`config.mk`:
```
export PLATFORM = sky130hd
export DESIGN_NAME = vme_interrupt_enable_status
export DESIGN_NICKNAME = d
export VERILOG_FILES = /design/src/design/vme_irq_pkg.sv /design/src/design/vme_interrupt_enable_status.sv
export SDC_FILE = /design/constraint.sdc
export NUM_CORES = 1
export LEC_CHECK = 0
export BUFFER_PORTS_ARGS = -buffer_cell sky130_fd_sc_hd__buf_2
export CORE_ASPECT_RATIO = 1.5
export CORE_MARGIN = 2
export CORE_UTILIZATION = 45
export DETAILED_ROUTE_END_ITERATION = 10
export MAX_ROUTING_LAYER = met4
export PLACE_DENSITY = 0.67
export SYNTH_ARGS = -nofsm -noshare
export SYNTH_HDL_FRONTEND = slang
export SYNTH_SLANG_ARGS = --single-unit
export TNS_END_PERCENT = 10
```
`constraint.sdc`:
```
create_clock -name sys_clk -period 7.9 [get_ports sys_clk]
set_clock_uncertainty 0.1 [all_clocks]
set_input_delay 0.79 -clock sys_clk [delete_from_list [all_inputs] [get_ports sys_clk]]
set_output_delay 0.79 -clock sys_clk [all_outputs]
set_load 0.05 [all_outputs]
```
`src/design/vme_irq_pkg.sv`:
```
// Package for the backplane interrupt enable and status block.
// Assumes a single 40 MHz system clock and an AXI4-Lite register master.
package vme_irq_pkg;

    // Register byte addresses.
    localparam logic [11:0] ENABLE_OFFSET = 12'h310;
    localparam logic [11:0] STATUS_OFFSET = 12'h314;
    localparam logic [11:0] MAP0_OFFSET = 12'h318;
    localparam logic [11:0] MAP1_OFFSET = 12'h31c;

    // Field positions shared by the enable and status registers.
    localparam int SOFT_LVL_LSB = 25;
    localparam int MBOX_LSB = 16;
    localparam int GEN_SOFT_BIT = 12;
    localparam int BERR_BIT = 10;
    localparam int LOCAL_ERROR_IRQ_BIT = 9;
    localparam int DMA_BIT = 8;
    localparam int LOCAL_LSB = 0;

    // Bits that exist in both registers; all others are reserved.
    localparam logic [31:0] VALID_MASK = 32'hfe0f_17ff;

    // Reset values.
    localparam logic [31:0] ENABLE_RESET = 32'h0000_0000;
    localparam logic [31:0] STATUS_RESET = 32'h0000_0000;
    localparam logic [31:0] MAP_RESET = 32'h0000_0000;
    localparam logic [2:0] GEN_SOFT_AUTO_LEVEL = 3'h2;

    // Map field positions (3 bits each, on 4-bit boundaries).
    localparam int MAP1_GEN_SOFT_LSB = 16;
    localparam int MAP1_BERR_LSB = 8;
    localparam int MAP1_LOCAL_ERROR_IRQ_LSB = 4;
    localparam int MAP1_DMA_LSB = 0;

    localparam logic [1:0] RESP_OKAY = 2'h0;
    localparam logic [1:0] RESP_SLVERR = 2'h2;

    // Raw event inputs from the sources that feed the block.
    typedef struct packed {
        logic [3:0] mailbox;
        logic backplane_error;
        logic local_error;
        logic dma_done;
        logic [7:0] local_irq;
    } irq_sources_t;

    typedef struct packed {
        logic [11:0] addr;
        logic [31:0] data;
        logic [3:0] strb;
    } wr_req_t;

endpackage

```
`src/design/vme_interrupt_enable_status.sv`:
```
// Enable, status and level mapping for interrupts driven onto the backplane.
// Assumes synchronous source inputs and an AXI4-Lite master on sys_clk.
// Summary of operation
// - A zero-to-one write of a level mask bit raises that level's software interrupt.
// - Clearing a level mask bit masks the interrupt but keeps its status bit.
// - A zero-to-one write of the general mask bit raises the general software interrupt.
// - Clearing the general mask bit drops its line but keeps its status bit.
// - The general mask bit resets from the power-up option; other masks reset to zero.
// - Each mailbox mask bit blocks its mailbox interrupt at 0 and passes it at 1.
// - Backplane error, local error and DMA mask bits block at 0 and pass at 1.
// - Each local input mask bit forwards its interrupt at 1 and blocks it at 0.
// - Enable and status share one layout of level, mailbox and source fields.
// - Level status reads 1 while active, clears on writing 1 and resets to 0.
// - Mailbox status reads 1 while active, clears on writing 1 and resets to 0.
// - Status latches on the event edge and a clear does not touch the source.
// - A 3-bit map value picks the line, and value zero masks the source.
// - The power-up option presets general status and maps it to level 2.
//
// Local design decision: the AXI4-Lite slave port.
`timescale 1ns/1ps
`default_nettype none

module vme_interrupt_enable_status
    import vme_irq_pkg::*;
(
    // Clock and reset.
    input wire logic sys_clk,
    input wire logic rst,
    // Power-up strap.
    input wire logic auto_id_powerup_option,
    // Interrupt sources.
    input wire vme_irq_pkg::irq_sources_t sources,
    // AXI4-Lite slave.
    input wire logic [11:0] s_awaddr,
    input wire logic s_awvalid,
    output logic s_awready,
    input wire logic [31:0] s_wdata,
    input wire logic [3:0] s_wstrb,
    input wire logic s_wvalid,
    output logic s_wready,
    output logic [1:0] s_bresp,
    output logic s_bvalid,
    input wire logic s_bready,
    input wire logic [11:0] s_araddr,
    input wire logic s_arvalid,
    output logic s_arready,
    output logic [31:0] s_rdata,
    output logic [1:0] s_rresp,
    output logic s_rvalid,
    input wire logic s_rready,
    // Backplane interrupt lines, bit n is level n, bit 0 unused.
    output logic [7:0] backplane_irq_line,
    // Local interrupt, high while any backplane request line is driven.
    output logic irq
);
    import vme_irq_pkg::*;

    function automatic logic [7:0] level_onehot(input logic [2:0] lvl);
        level_onehot = 8'h01 << lvl;
    endfunction

    function automatic logic [31:0] merge_strb(input logic [31:0] old_v,
        input logic [31:0] new_v, input logic [3:0] strb);
        for (int i = 0; i < 4; i++)
        begin
            merge_strb[i*8 +: 8] = strb[i] ? new_v[i*8 +: 8] : old_v[i*8 +: 8];
        end
    endfunction

    logic [31:0] vme_irq_enable_reg_ff;
    logic [31:0] vme_irq_status_reg_ff;
    logic [31:0] map0_ff;
    logic [31:0] map1_ff;
    logic [14:0] src_prev_ff;
    logic strap_done_ff;
    logic aw_held_ff;
    logic w_held_ff;
    wr_req_t wr_ff;
    logic [31:0] rdata_ff;
    logic [1:0] rresp_ff;
    logic [1:0] bresp_ff;
    logic bvalid_ff;
    logic rvalid_ff;
    logic [7:0] line_ff;

    // Write channel capture, both halves in either order.
    wire aw_fire = s_awvalid && s_awready;
    wire w_fire = s_wvalid && s_wready;
    assign s_awready = !aw_held_ff && !bvalid_ff;
    assign s_wready = !w_held_ff && !bvalid_ff;
    wire aw_have = aw_held_ff || aw_fire;
    wire w_have = w_held_ff || w_fire;
    wire wr_go = aw_have && w_have;
    wire [11:0] wr_addr = aw_held_ff ? wr_ff.addr : s_awaddr;
    wire [31:0] wr_data = w_held_ff ? wr_ff.data : s_wdata;
    wire [3:0] wr_strb = w_held_ff ? wr_ff.strb : s_wstrb;

    wire wr_en = wr_go && (wr_addr[11:2] == ENABLE_OFFSET[11:2]);
    wire wr_st = wr_go && (wr_addr[11:2] == STATUS_OFFSET[11:2]);
    wire wr_m0 = wr_go && (wr_addr[11:2] == MAP0_OFFSET[11:2]);
    wire wr_m1 = wr_go && (wr_addr[11:2] == MAP1_OFFSET[11:2]);
    wire wr_hit = wr_en || wr_st || wr_m0 || wr_m1;

    // Read decode.
    assign s_arready = !rvalid_ff;
    wire rd_go = s_arvalid && s_arready;
    wire rd_en = s_araddr[11:2] == ENABLE_OFFSET[11:2];
    wire rd_st = s_araddr[11:2] == STATUS_OFFSET[11:2];
    wire rd_m0 = s_araddr[11:2] == MAP0_OFFSET[11:2];
    wire rd_m1 = s_araddr[11:2] == MAP1_OFFSET[11:2];
    wire [31:0] rd_val;
    assign rd_val = rd_en ? vme_irq_enable_reg_ff :
        rd_st ? vme_irq_status_reg_ff :
        rd_m0 ? (map0_ff & 32'h7777_7777) :
        rd_m1 ? (map1_ff & 32'h0007_0777) : 32'h0000_0000;
    wire rd_hit = rd_en || rd_st || rd_m0 || rd_m1;

    // Enable register update.
    wire [31:0] nxt_enable = wr_en ?
        (merge_strb(vme_irq_enable_reg_ff, wr_data, wr_strb) & VALID_MASK) :
        vme_irq_enable_reg_ff;

    // Software events: rising edge of a level or general mask bit.
    wire [31:0] soft_rise = nxt_enable & ~vme_irq_enable_reg_ff;
    wire [31:0] soft_evt;
    assign soft_evt = {soft_rise[31:SOFT_LVL_LSB], 12'h000,
        soft_rise[GEN_SOFT_BIT], 12'h000};

    // Hardware source edges.
    wire [14:0] src_now = {sources.mailbox, sources.backplane_error,
        sources.local_error, sources.dma_done, sources.local_irq};
    wire [14:0] src_edge = src_now & ~src_prev_ff;
    wire [31:0] hw_evt;
    assign hw_evt = {7'h00, 5'h00, src_edge[14:11], 5'h00,
        src_edge[10:8], src_edge[7:0]};

    // Write one to clear; a new event in the same cycle wins.
    wire [31:0] st_clr = wr_st ?
        (merge_strb(32'h0000_0000, wr_data, wr_strb) & VALID_MASK) :
        32'h0000_0000;
    wire [31:0] nxt_status = ((vme_irq_status_reg_ff & ~st_clr) |
        soft_evt | hw_evt) & VALID_MASK;

    // Active sources: status and mask both set.
    wire [31:0] active = vme_irq_status_reg_ff & vme_irq_enable_reg_ff;

    // Per-level request lines.
    logic [7:0] nxt_line;
    always_comb
    begin
        nxt_line = 8'h00;
        for (int l = 1; l <= 7; l++)
        begin
            if (active[SOFT_LVL_LSB + l - 1])
            begin
                nxt_line = nxt_line | level_onehot(3'(l));
            end
        end
        for (int k = 0; k < 8; k++)
        begin
            if (active[LOCAL_LSB + k])
            begin
                nxt_line = nxt_line | level_onehot(map0_ff[k*4 +: 3]);
            end
        end
        if (active[GEN_SOFT_BIT])
        begin
            nxt_line = nxt_line |
                level_onehot(map1_ff[MAP1_GEN_SOFT_LSB +: 3]);
        end
        if (active[BERR_BIT])
        begin
            nxt_line = nxt_line | level_onehot(map1_ff[MAP1_BERR_LSB +: 3]);
        end
        if (active[LOCAL_ERROR_IRQ_BIT])
        begin
            nxt_line = nxt_line | level_onehot(map1_ff[MAP1_LOCAL_ERROR_IRQ_LSB +: 3]);
        end
        if (active[DMA_BIT])
        begin
            nxt_line = nxt_line | level_onehot(map1_ff[MAP1_DMA_LSB +: 3]);
        end
        // Mailboxes have no map field here and go out at level 1.
        if (|active[MBOX_LSB +: 4])
        begin
            nxt_line = nxt_line | level_onehot(3'h1);
        end
        nxt_line[0] = 1'b0;
    end

    // Strap preset, taken on the first edge after reset release.
    logic [31:0] strap_bit;
    assign strap_bit = 32'h0000_0001 << GEN_SOFT_BIT;

    // Map writes keep only the three level bits of each field.
    wire [31:0] nxt_map0 = merge_strb(map0_ff, wr_data, wr_strb) &
        32'h7777_7777;
    wire [31:0] nxt_map1 = merge_strb(map1_ff, wr_data, wr_strb) &
        32'h0007_0777;

    // Mask and status registers; source history starts on the strap edge.
    always_ff @(posedge sys_clk or posedge rst)
    begin
        if (rst)
        begin
            vme_irq_enable_reg_ff <= ENABLE_RESET;
            vme_irq_status_reg_ff <= STATUS_RESET;
            strap_done_ff <= 1'b0;
            src_prev_ff <= '0;
        end
        else if (!strap_done_ff)
        begin
            strap_done_ff <= 1'b1;
            src_prev_ff <= src_now;
            if (auto_id_powerup_option)
            begin
                vme_irq_enable_reg_ff <= strap_bit;
                vme_irq_status_reg_ff <= strap_bit;
            end
        end
        else
        begin
            vme_irq_enable_reg_ff <= nxt_enable;
            vme_irq_status_reg_ff <= nxt_status;
            src_prev_ff <= src_now;
        end
    end

    // Level map registers; the option presets the general field.
    always_ff @(posedge sys_clk or posedge rst)
    begin
        if (rst)
        begin
            map0_ff <= MAP_RESET;
            map1_ff <= MAP_RESET;
        end
        else if (!strap_done_ff)
        begin
            if (auto_id_powerup_option)
            begin
                map1_ff[MAP1_GEN_SOFT_LSB +: 3] <= GEN_SOFT_AUTO_LEVEL;
            end
        end
        else
        begin
            if (wr_m0)
            begin
                map0_ff <= nxt_map0;
            end
            if (wr_m1)
            begin
                map1_ff <= nxt_map1;
            end
        end
    end

    // Address or data that arrives alone waits here for its partner.
    always_ff @(posedge sys_clk or posedge rst)
    begin
        if (rst)
        begin
            aw_held_ff <= 1'b0;
            w_held_ff <= 1'b0;
            wr_ff <= '0;
        end
        else if (wr_go)
        begin
            aw_held_ff <= 1'b0;
            w_held_ff <= 1'b0;
        end
        else
        begin
            if (aw_fire)
            begin
                aw_held_ff <= 1'b1;
                wr_ff.addr <= s_awaddr;
            end
            if (w_fire)
            begin
                w_held_ff <= 1'b1;
                wr_ff.data <= s_wdata;
                wr_ff.strb <= s_wstrb;
            end
        end
    end

    // Write response stands until the master takes it.
    always_ff @(posedge sys_clk or posedge rst)
    begin
        if (rst)
        begin
            bvalid_ff <= 1'b0;
            bresp_ff <= RESP_OKAY;
        end
        else if (wr_go)
        begin
            bvalid_ff <= 1'b1;
            bresp_ff <= wr_hit ? RESP_OKAY : RESP_SLVERR;
        end
        else if (s_bready)
        begin
            bvalid_ff <= 1'b0;
        end
    end

    // Read data is captured once and held while the master stalls.
    always_ff @(posedge sys_clk or posedge rst)
    begin
        if (rst)
        begin
            rvalid_ff <= 1'b0;
            rdata_ff <= 32'h0000_0000;
            rresp_ff <= RESP_OKAY;
        end
        else if (rd_go)
        begin
            rvalid_ff <= 1'b1;
            rdata_ff <= rd_val;
            rresp_ff <= rd_hit ? RESP_OKAY : RESP_SLVERR;
        end
        else if (s_rready)
        begin
            rvalid_ff <= 1'b0;
        end
    end

    // Request lines are registered so the backplane sees no glitches.
    always_ff @(posedge sys_clk or posedge rst)
    begin
        if (rst)
        begin
            line_ff <= 8'h00;
        end
        else
        begin
            line_ff <= nxt_line;
        end
    end

    assign s_bvalid = bvalid_ff;
    assign s_bresp = bresp_ff;
    assign s_rvalid = rvalid_ff;
    assign s_rdata = rdata_ff;
    assign s_rresp = rresp_ff;
    assign backplane_irq_line = line_ff;
    assign irq = |line_ff;

endmodule

`default_nettype wire

```
# Yosys cells after proc, flatten, opt, wreduce, memory -nomap -nowiden
# Index checks and enable logic that the tools add are counted.
word_totals:
  elab_cells: 160
  reg_bits: 211
  inputBits: 83
  latch_bits: 0
  n_memories: 0
  output_inout_bits: 50
  mem_bits_rw: 0
  rom_bits: 0
classes:
  n_mux: 56
  eq_ne: 10
  n_shift: 12
  order_cmp: 0
  n_mul: 0
  n_addsub: 0
  n_bitwise: 22
  div: 0
  n_reduce_logical: 38
op_table:
  columns: ["cell", "n"]
  rows:
  - ["32-bit 2-to-1 mux", 8]
  - ["8-bit 2-to-1 mux", 17]
  - ["32-bit AND", 3]
  - ["8-bit OR", 12]
  - ["1-bit by 3-bit << shifter with 8-bit output (first input constant)", 12]
  - ["10-bit by 8-bit == test with 1-bit output (second input constant)", 8]
  - ["32-bit inverter", 2]
  - ["19-bit 2-to-1 mux", 2]
  - ["32-bit by 20-bit OR with 32-bit output", 1]
  - ["32-bit OR", 1]
  - ["31-bit 2-to-1 mux", 1]
  - ["3-bit AND reduction", 7]
  - ["4-bit 2-to-1 mux", 4]
  - ["15-bit AND", 1]
  - ["3-bit 2-to-1 mux", 5]
  - ["5-bit 2-to-1 mux", 3]
  - ["15-bit inverter", 1]
  - ["7-bit 2-to-1 mux", 2]
  - ["12-bit 2-to-1 mux", 1]
  - ["1-bit logical AND", 10]
  - ["2-bit nonzero test", 5]
  - ["1-bit logical OR", 8]
  - ["1-bit 2-to-1 mux", 8]
  - ["2-bit 2-to-1 mux", 4]
  - ["7 further kinds", 12]

# Longest topological paths before layout
logic_depth:
  depth_word: 33
  depth_mapped: 8
  mapped_depth_nobuf: 5

# Least setup slack after synthesis
# OpenSTA, ideal clock, no wires.
synth_timing:
  kind: "input-to-reg"
  start: "in s_awaddr[2]"
  end: "reg vme_irq_enable_reg_ff[25]"
  t_required_ps: 7674
  t_arrival_ps: 2344
  setup_slack_ps: 5330
  path_buffers: 2
  stages: 7
  setup_time_ps: 126
  cell_sequence: "or3_1 -> a222oi_1 -> and4_1 -> buf_4 -> buf_6 -> nor2_1 -> a221o_1"
synth_via:
  elab_chain_len: 5
synth_rtl:
  columns: ["element", "line", "rtl"]
  rows:
  - ["start, declared", "vme_interrupt_enable_status.sv:34", "input wire logic [11:0] s_awaddr,"]
  - ["12-bit 2-to-1 mux", "vme_interrupt_enable_status.sv:94", "wire [11:0] wr_addr = aw_held_ff ? wr_ff.addr : s_awaddr;"]
  - ["10-bit by 8-bit == test with 1-bit output", "vme_interrupt_enable_status.sv:98", "wire wr_en = wr_go && (wr_addr[11:2] == ENABLE_OFFSET[11:2]);"]
  - ["1-bit logical AND", "vme_interrupt_enable_status.sv:98", null]
  - ["32-bit 2-to-1 mux", "vme_interrupt_enable_status.sv:119", "wire [31:0] nxt_enable = wr_en ?"]
  - ["32-bit 2-to-1 mux", "vme_interrupt_enable_status.sv:211", "else if (!strap_done_ff)"]
  - ["end signal, assigned", "vme_interrupt_enable_status.sv:217", "vme_irq_enable_reg_ff <= strap_bit;"]
  - ["end signal, assigned", "vme_interrupt_enable_status.sv:223", "vme_irq_enable_reg_ff <= nxt_enable;"]
  - ["end, declared", "vme_interrupt_enable_status.sv:70", "logic [31:0] vme_irq_enable_reg_ff;"]
# Every way passes these cells.
# A chain may end at the register's enable or synchronous reset.

# Worst setup path in the final report
layout_timing:
  start: "reg aw_held_ff"
  end: "reg vme_irq_enable_reg_ff[28]"
layout_via:
  elab_chain_len: 8
  word_cells_on_any_way: 10
  classes_between: "eq/ne: 1; mux: 3; reduce/logical: 6"
layout_rtl:
  columns: ["element", "line", "rtl"]
  rows:
  - ["start, declared", "vme_interrupt_enable_status.sv:76", "logic aw_held_ff;"]
  - ["start signal, assigned", "vme_interrupt_enable_status.sv:262", "aw_held_ff <= 1'b0;"]
  - ["start signal, assigned", "vme_interrupt_enable_status.sv:268", "aw_held_ff <= 1'b0;"]
  - ["start signal, assigned", "vme_interrupt_enable_status.sv:275", "aw_held_ff <= 1'b1;"]
  - ["branches (longest 5 deep; another with 12-bit 2-to-1 mux)", null, null]
  - ["1-bit logical AND (*)", "vme_interrupt_enable_status.sv:98", null]
  - ["32-bit 2-to-1 mux (*)", "vme_interrupt_enable_status.sv:119", null]
  - ["32-bit 2-to-1 mux (*)", "vme_interrupt_enable_status.sv:211", null]
# Mark *: on every way between the ends.

==> results.yml <==
clocking:
  cts_tree: "done"
  h-tree-depth: 4
  cts_setup_buffers: 0
  clock_sinks: 195
  clock_path_buffers: 2
  clk_pin_slew_ns: 0.07
  root_buffer: "clkbuf_16"
  clk_latency_ns: 0.44
  cts_made_buffers: 17
  ctsResizeCount: 0
  cts_hold_buffers: 0
timing:
  slew_viol_final: 0
  fin_crit_sh_pct: 36.0
  setup_viol: 0
  final.setup.tns_ns: 0
  hold_viol: 0
  fmax_ghz: 0.351
  rsz0062_at_grt: "no"
  tightest_slew_ns: 1.23
  whs_ns: 0.333
  slew_headroom_pct: 17.4
  period_minus_slack_ns: 2.85
grt:
  grt_pass1_vias: 7323
  grt_usage_pct: 25.3
  grt_pass1_wl_microns: 41300
  grt_remaining_overflow: 0
  antenna_found_initial: 0
  grt_max_degree: 133
setup_path:
  critPathLaunchType: "flip-flop"
  cpLargestDelayFamily: "simple AND/OR/NAND/NOR gates"
  worstPathArrival_ns: 3.07
  reg2reg_slack_ns: 5.05
  critPathMaxStageDelay_ns: 0.64
  path_buf_inv: 0
  path_class: "flip-flop to flip-flop"
  end_kind: "flip-flop"
  critPathMaxFanout: 15
  r2r-start: "aw_held_ff"
  worstPathCellList: "or3b_1 -> a222oi_1 -> and4_1 -> nor2_1 -> a221o_1"
  reg2reg_depth: 5
  critPathRequiredTime_ns: 8.13
  critical_path.slowest_cell: "and4_1"
  r2r-end: "vme_irq_enable_reg_ff[28]"
  crit_start: "aw_held_ff"
min_path:
  holdCritStartpoint: "src_prev_ff[7]"
  hold_end: "vme_irq_status_reg_ff[7]"
  hold_path_depth: 1
  hp-class: "flip-flop to flip-flop"
synth:
  ys_types: 62
  synthCells: 871
  muxShareOfSynthArea_pct: 17.3
  seq_area_frac_synth_pct: 51.2
  synthXorXnorAreaFrac_pct: 0
  yosys.area_share.simple_pct: 17.6
  avgSynthCellArea_sq_um: 10.9
  yosys_most_used_dff: "dfrtp_1"
  async_flop_share_pct: 100
  yosys.area.top_type: "dfrtp_1"
  synth_top_family_by_area: "simple AND/OR/NAND/NOR gates"
  synth_top_cell_area_share_pct: 51.2
  synth_area_sq_um: 9520
  synth_compound_area_share_pct: 11.1
  ys_ff_latch: 195
  synth_adder_area_share_pct: 0
  synth_edf_count: 0
  synth.area.top_cells: "dfrtp_1 51%, mux2_2 11%, mux2i_1 3.6%"
  synth_warnings: 0
layout:
  fill_cells: 1881
  antennaDiodeCount: 0
  final-seq-area_sq_um: 4880
  nNetsFinal: 1062
  multi_input_area_sq_um: 4400
  final_layout_size_suffix_gt1_share_pct: 28.2
  syn_to_final_growth_pct: 14.8
floorplan:
  initial_core_util_pct: 45.6
  rows: 65
  die_height_microns: 182
  die_w_microns: 123
  ios: 133
  core_sq_um: 20900
  die-area_sq_um: 22400
route:
  highest_layer: "met4"
  wl_per_cell_microns: 20.8
  wl_met3_microns: 1030
  vias: 7377
  ant_nets: 0
  drt-initial-drc-count: 629
  wl_met2_microns: 13300
  first_pass_iters: 6
  avgViaCountPerCell: 5.85
  wl_met1_microns: 10800
  drt-total-wl_microns: 26300
  route.detailed.drc: 0
placement:
  gp_congestion: 0.979
  io_buffers: 122
  dp_hpwl_microns: 19600
flow_run:
  maxCapViolations: 0
outcome:
  status: "complete, no violations"
power_and_ir_drop:
  powerDensity_nw_per_um2: 238
  leakage_nw: 4.85
  ir_drop_uv: 223
[worst reg2reg max path, stage by stage (launching register included)]
cell	delay [ns]
dfrtp_1	0.60
or3b_1	0.41
a222oi_1	0.59
and4_1	0.64
nor2_1	0.12
a221o_1	0.27
[per-stage QoR]
step                total power, W  util [%]  cell area [sq um]  worst slack (ns)  std cells
detailed placement         0.00177      49.5              10300              4.76       1228
CTS                        0.00264      52.3              10900              5.11       1260
finish                     0.00261      52.3              10900              5.05       1260
global placement           0.00176      49.5              10300              4.84       1228
global route               0.00274      52.3              10900              4.86       1260
floorplan                  0.00162         -               9530              1.70        873
[flip-flops by register name (all words and copies together), names as in the netlist]
name,count
aw_held_ff,1
backplane_irq_line,7
map0_ff,24
map1_ff,12
s_bresp,1
s_bvalid,1
s_rdata,32
s_rresp,1
s_rvalid,1
src_prev_ff,15
strap_done_ff,1
vme_irq_enable_reg_ff,32
vme_irq_status_reg_ff,23
w_held_ff,1
wr_ff,43
[cell type report]
class / instances / share of cell area [%]
Sequential cell: 195 / 44.6
Multi-Input combinational cell: 619 / 40.2
Timing Repair Buffer: 130 / 6.13
Clock buffer: 18 / 4.02
Tap cell: 268 / 3.07
Clock inverter: 14 / 1.32
Inverter: 16 / 0.618
[where the power goes]
part	total (W)	leakage (nW)	internal [W]	switching [W]
sequential	0.00122	2.52	0.00113	0.0000843
clock	0.000859	0.283	0.000453	0.000406
combinational	0.000532	2.05	0.000234	0.000298
total	0.00261	4.85	0.00182	0.000788
[cell families after synthesis]
| kind of cell | after synthesis |
|---|---|
| flops | 195 |
| mux | 138 |
| buf+inv | 59 |
| other cells | 2 |
| simple gates | 323 |
| compound gates | 154 |
[Yosys cell counts (8+ instances only)]
| master | number |
|---|---|
| a21oi_1 | 12 |
| a221o_1 | 8 |
| a22o_1 | 19 |
| a22oi_1 | 8 |
| and2_1 | 8 |
| and3_1 | 9 |
| clkbuf_1 | 30 |
| dfrtp_1 | 195 |
| inv_1 | 16 |
| mux2_2 | 92 |
| mux2i_1 | 34 |
| mux4_2 | 12 |
| nand2_1 | 86 |
| nand2b_1 | 17 |
| nand3_1 | 32 |
| nand3b_1 | 17 |
| nor2_1 | 47 |
| nor2b_1 | 8 |
| nor3_1 | 44 |
| nor3b_1 | 12 |
| nor4_1 | 11 |
| o211ai_1 | 8 |
| o21ai_0 | 48 |
| o22ai_1 | 15 |
| o31ai_1 | 11 |
[per-layer routing]
metal / GRT usage [%] / vias to the layer above
met5: - / -
met1: 30.7 / 3665
met3: 3.97 / 49
met4: 11.9 / 0
met2: 41.0 / 229
li1: - / 3434
[how the worst max path moves through the flow]
stage / to / slack (ns) / cells after the start
2_1_floorplan: aw_held_ff / 1.70 / 1
3_5_place_dp: vme_irq_enable_reg_ff[28] / 4.76 / 6
5_1_grt: vme_irq_enable_reg_ff[28] / 4.86 / 5
3_3_place_gp: vme_irq_enable_reg_ff[27] / 4.84 / 6
4_1_cts: vme_irq_enable_reg_ff[28] / 5.11 / 5
6_report: vme_irq_enable_reg_ff[28] / 5.05 / 5
[cells in the final DEF (no fill, tap or decap), types with 9 or more instances in the layout]
master	Yosys	final
nor3b_1	12	12
nor3_1	44	44
mux4_2	12	12
nor2_1	47	47
buf_2	7	122
o21ai_0	48	48
nand2b_1	17	17
a21oi_1	12	12
mux2_2	92	92
nor4_1	11	11
a22o_1	19	19
dfrtp_1	195	195
nand3_1	32	32
o22ai_1	15	15
clkbuf_16	0	17
mux2i_1	34	34
and3_1	9	9
inv_1	16	15
nand2_1	86	86
nand3b_1	17	17
o31ai_1	11	11
No activity file was read; power rests on OpenSTA's default activity.
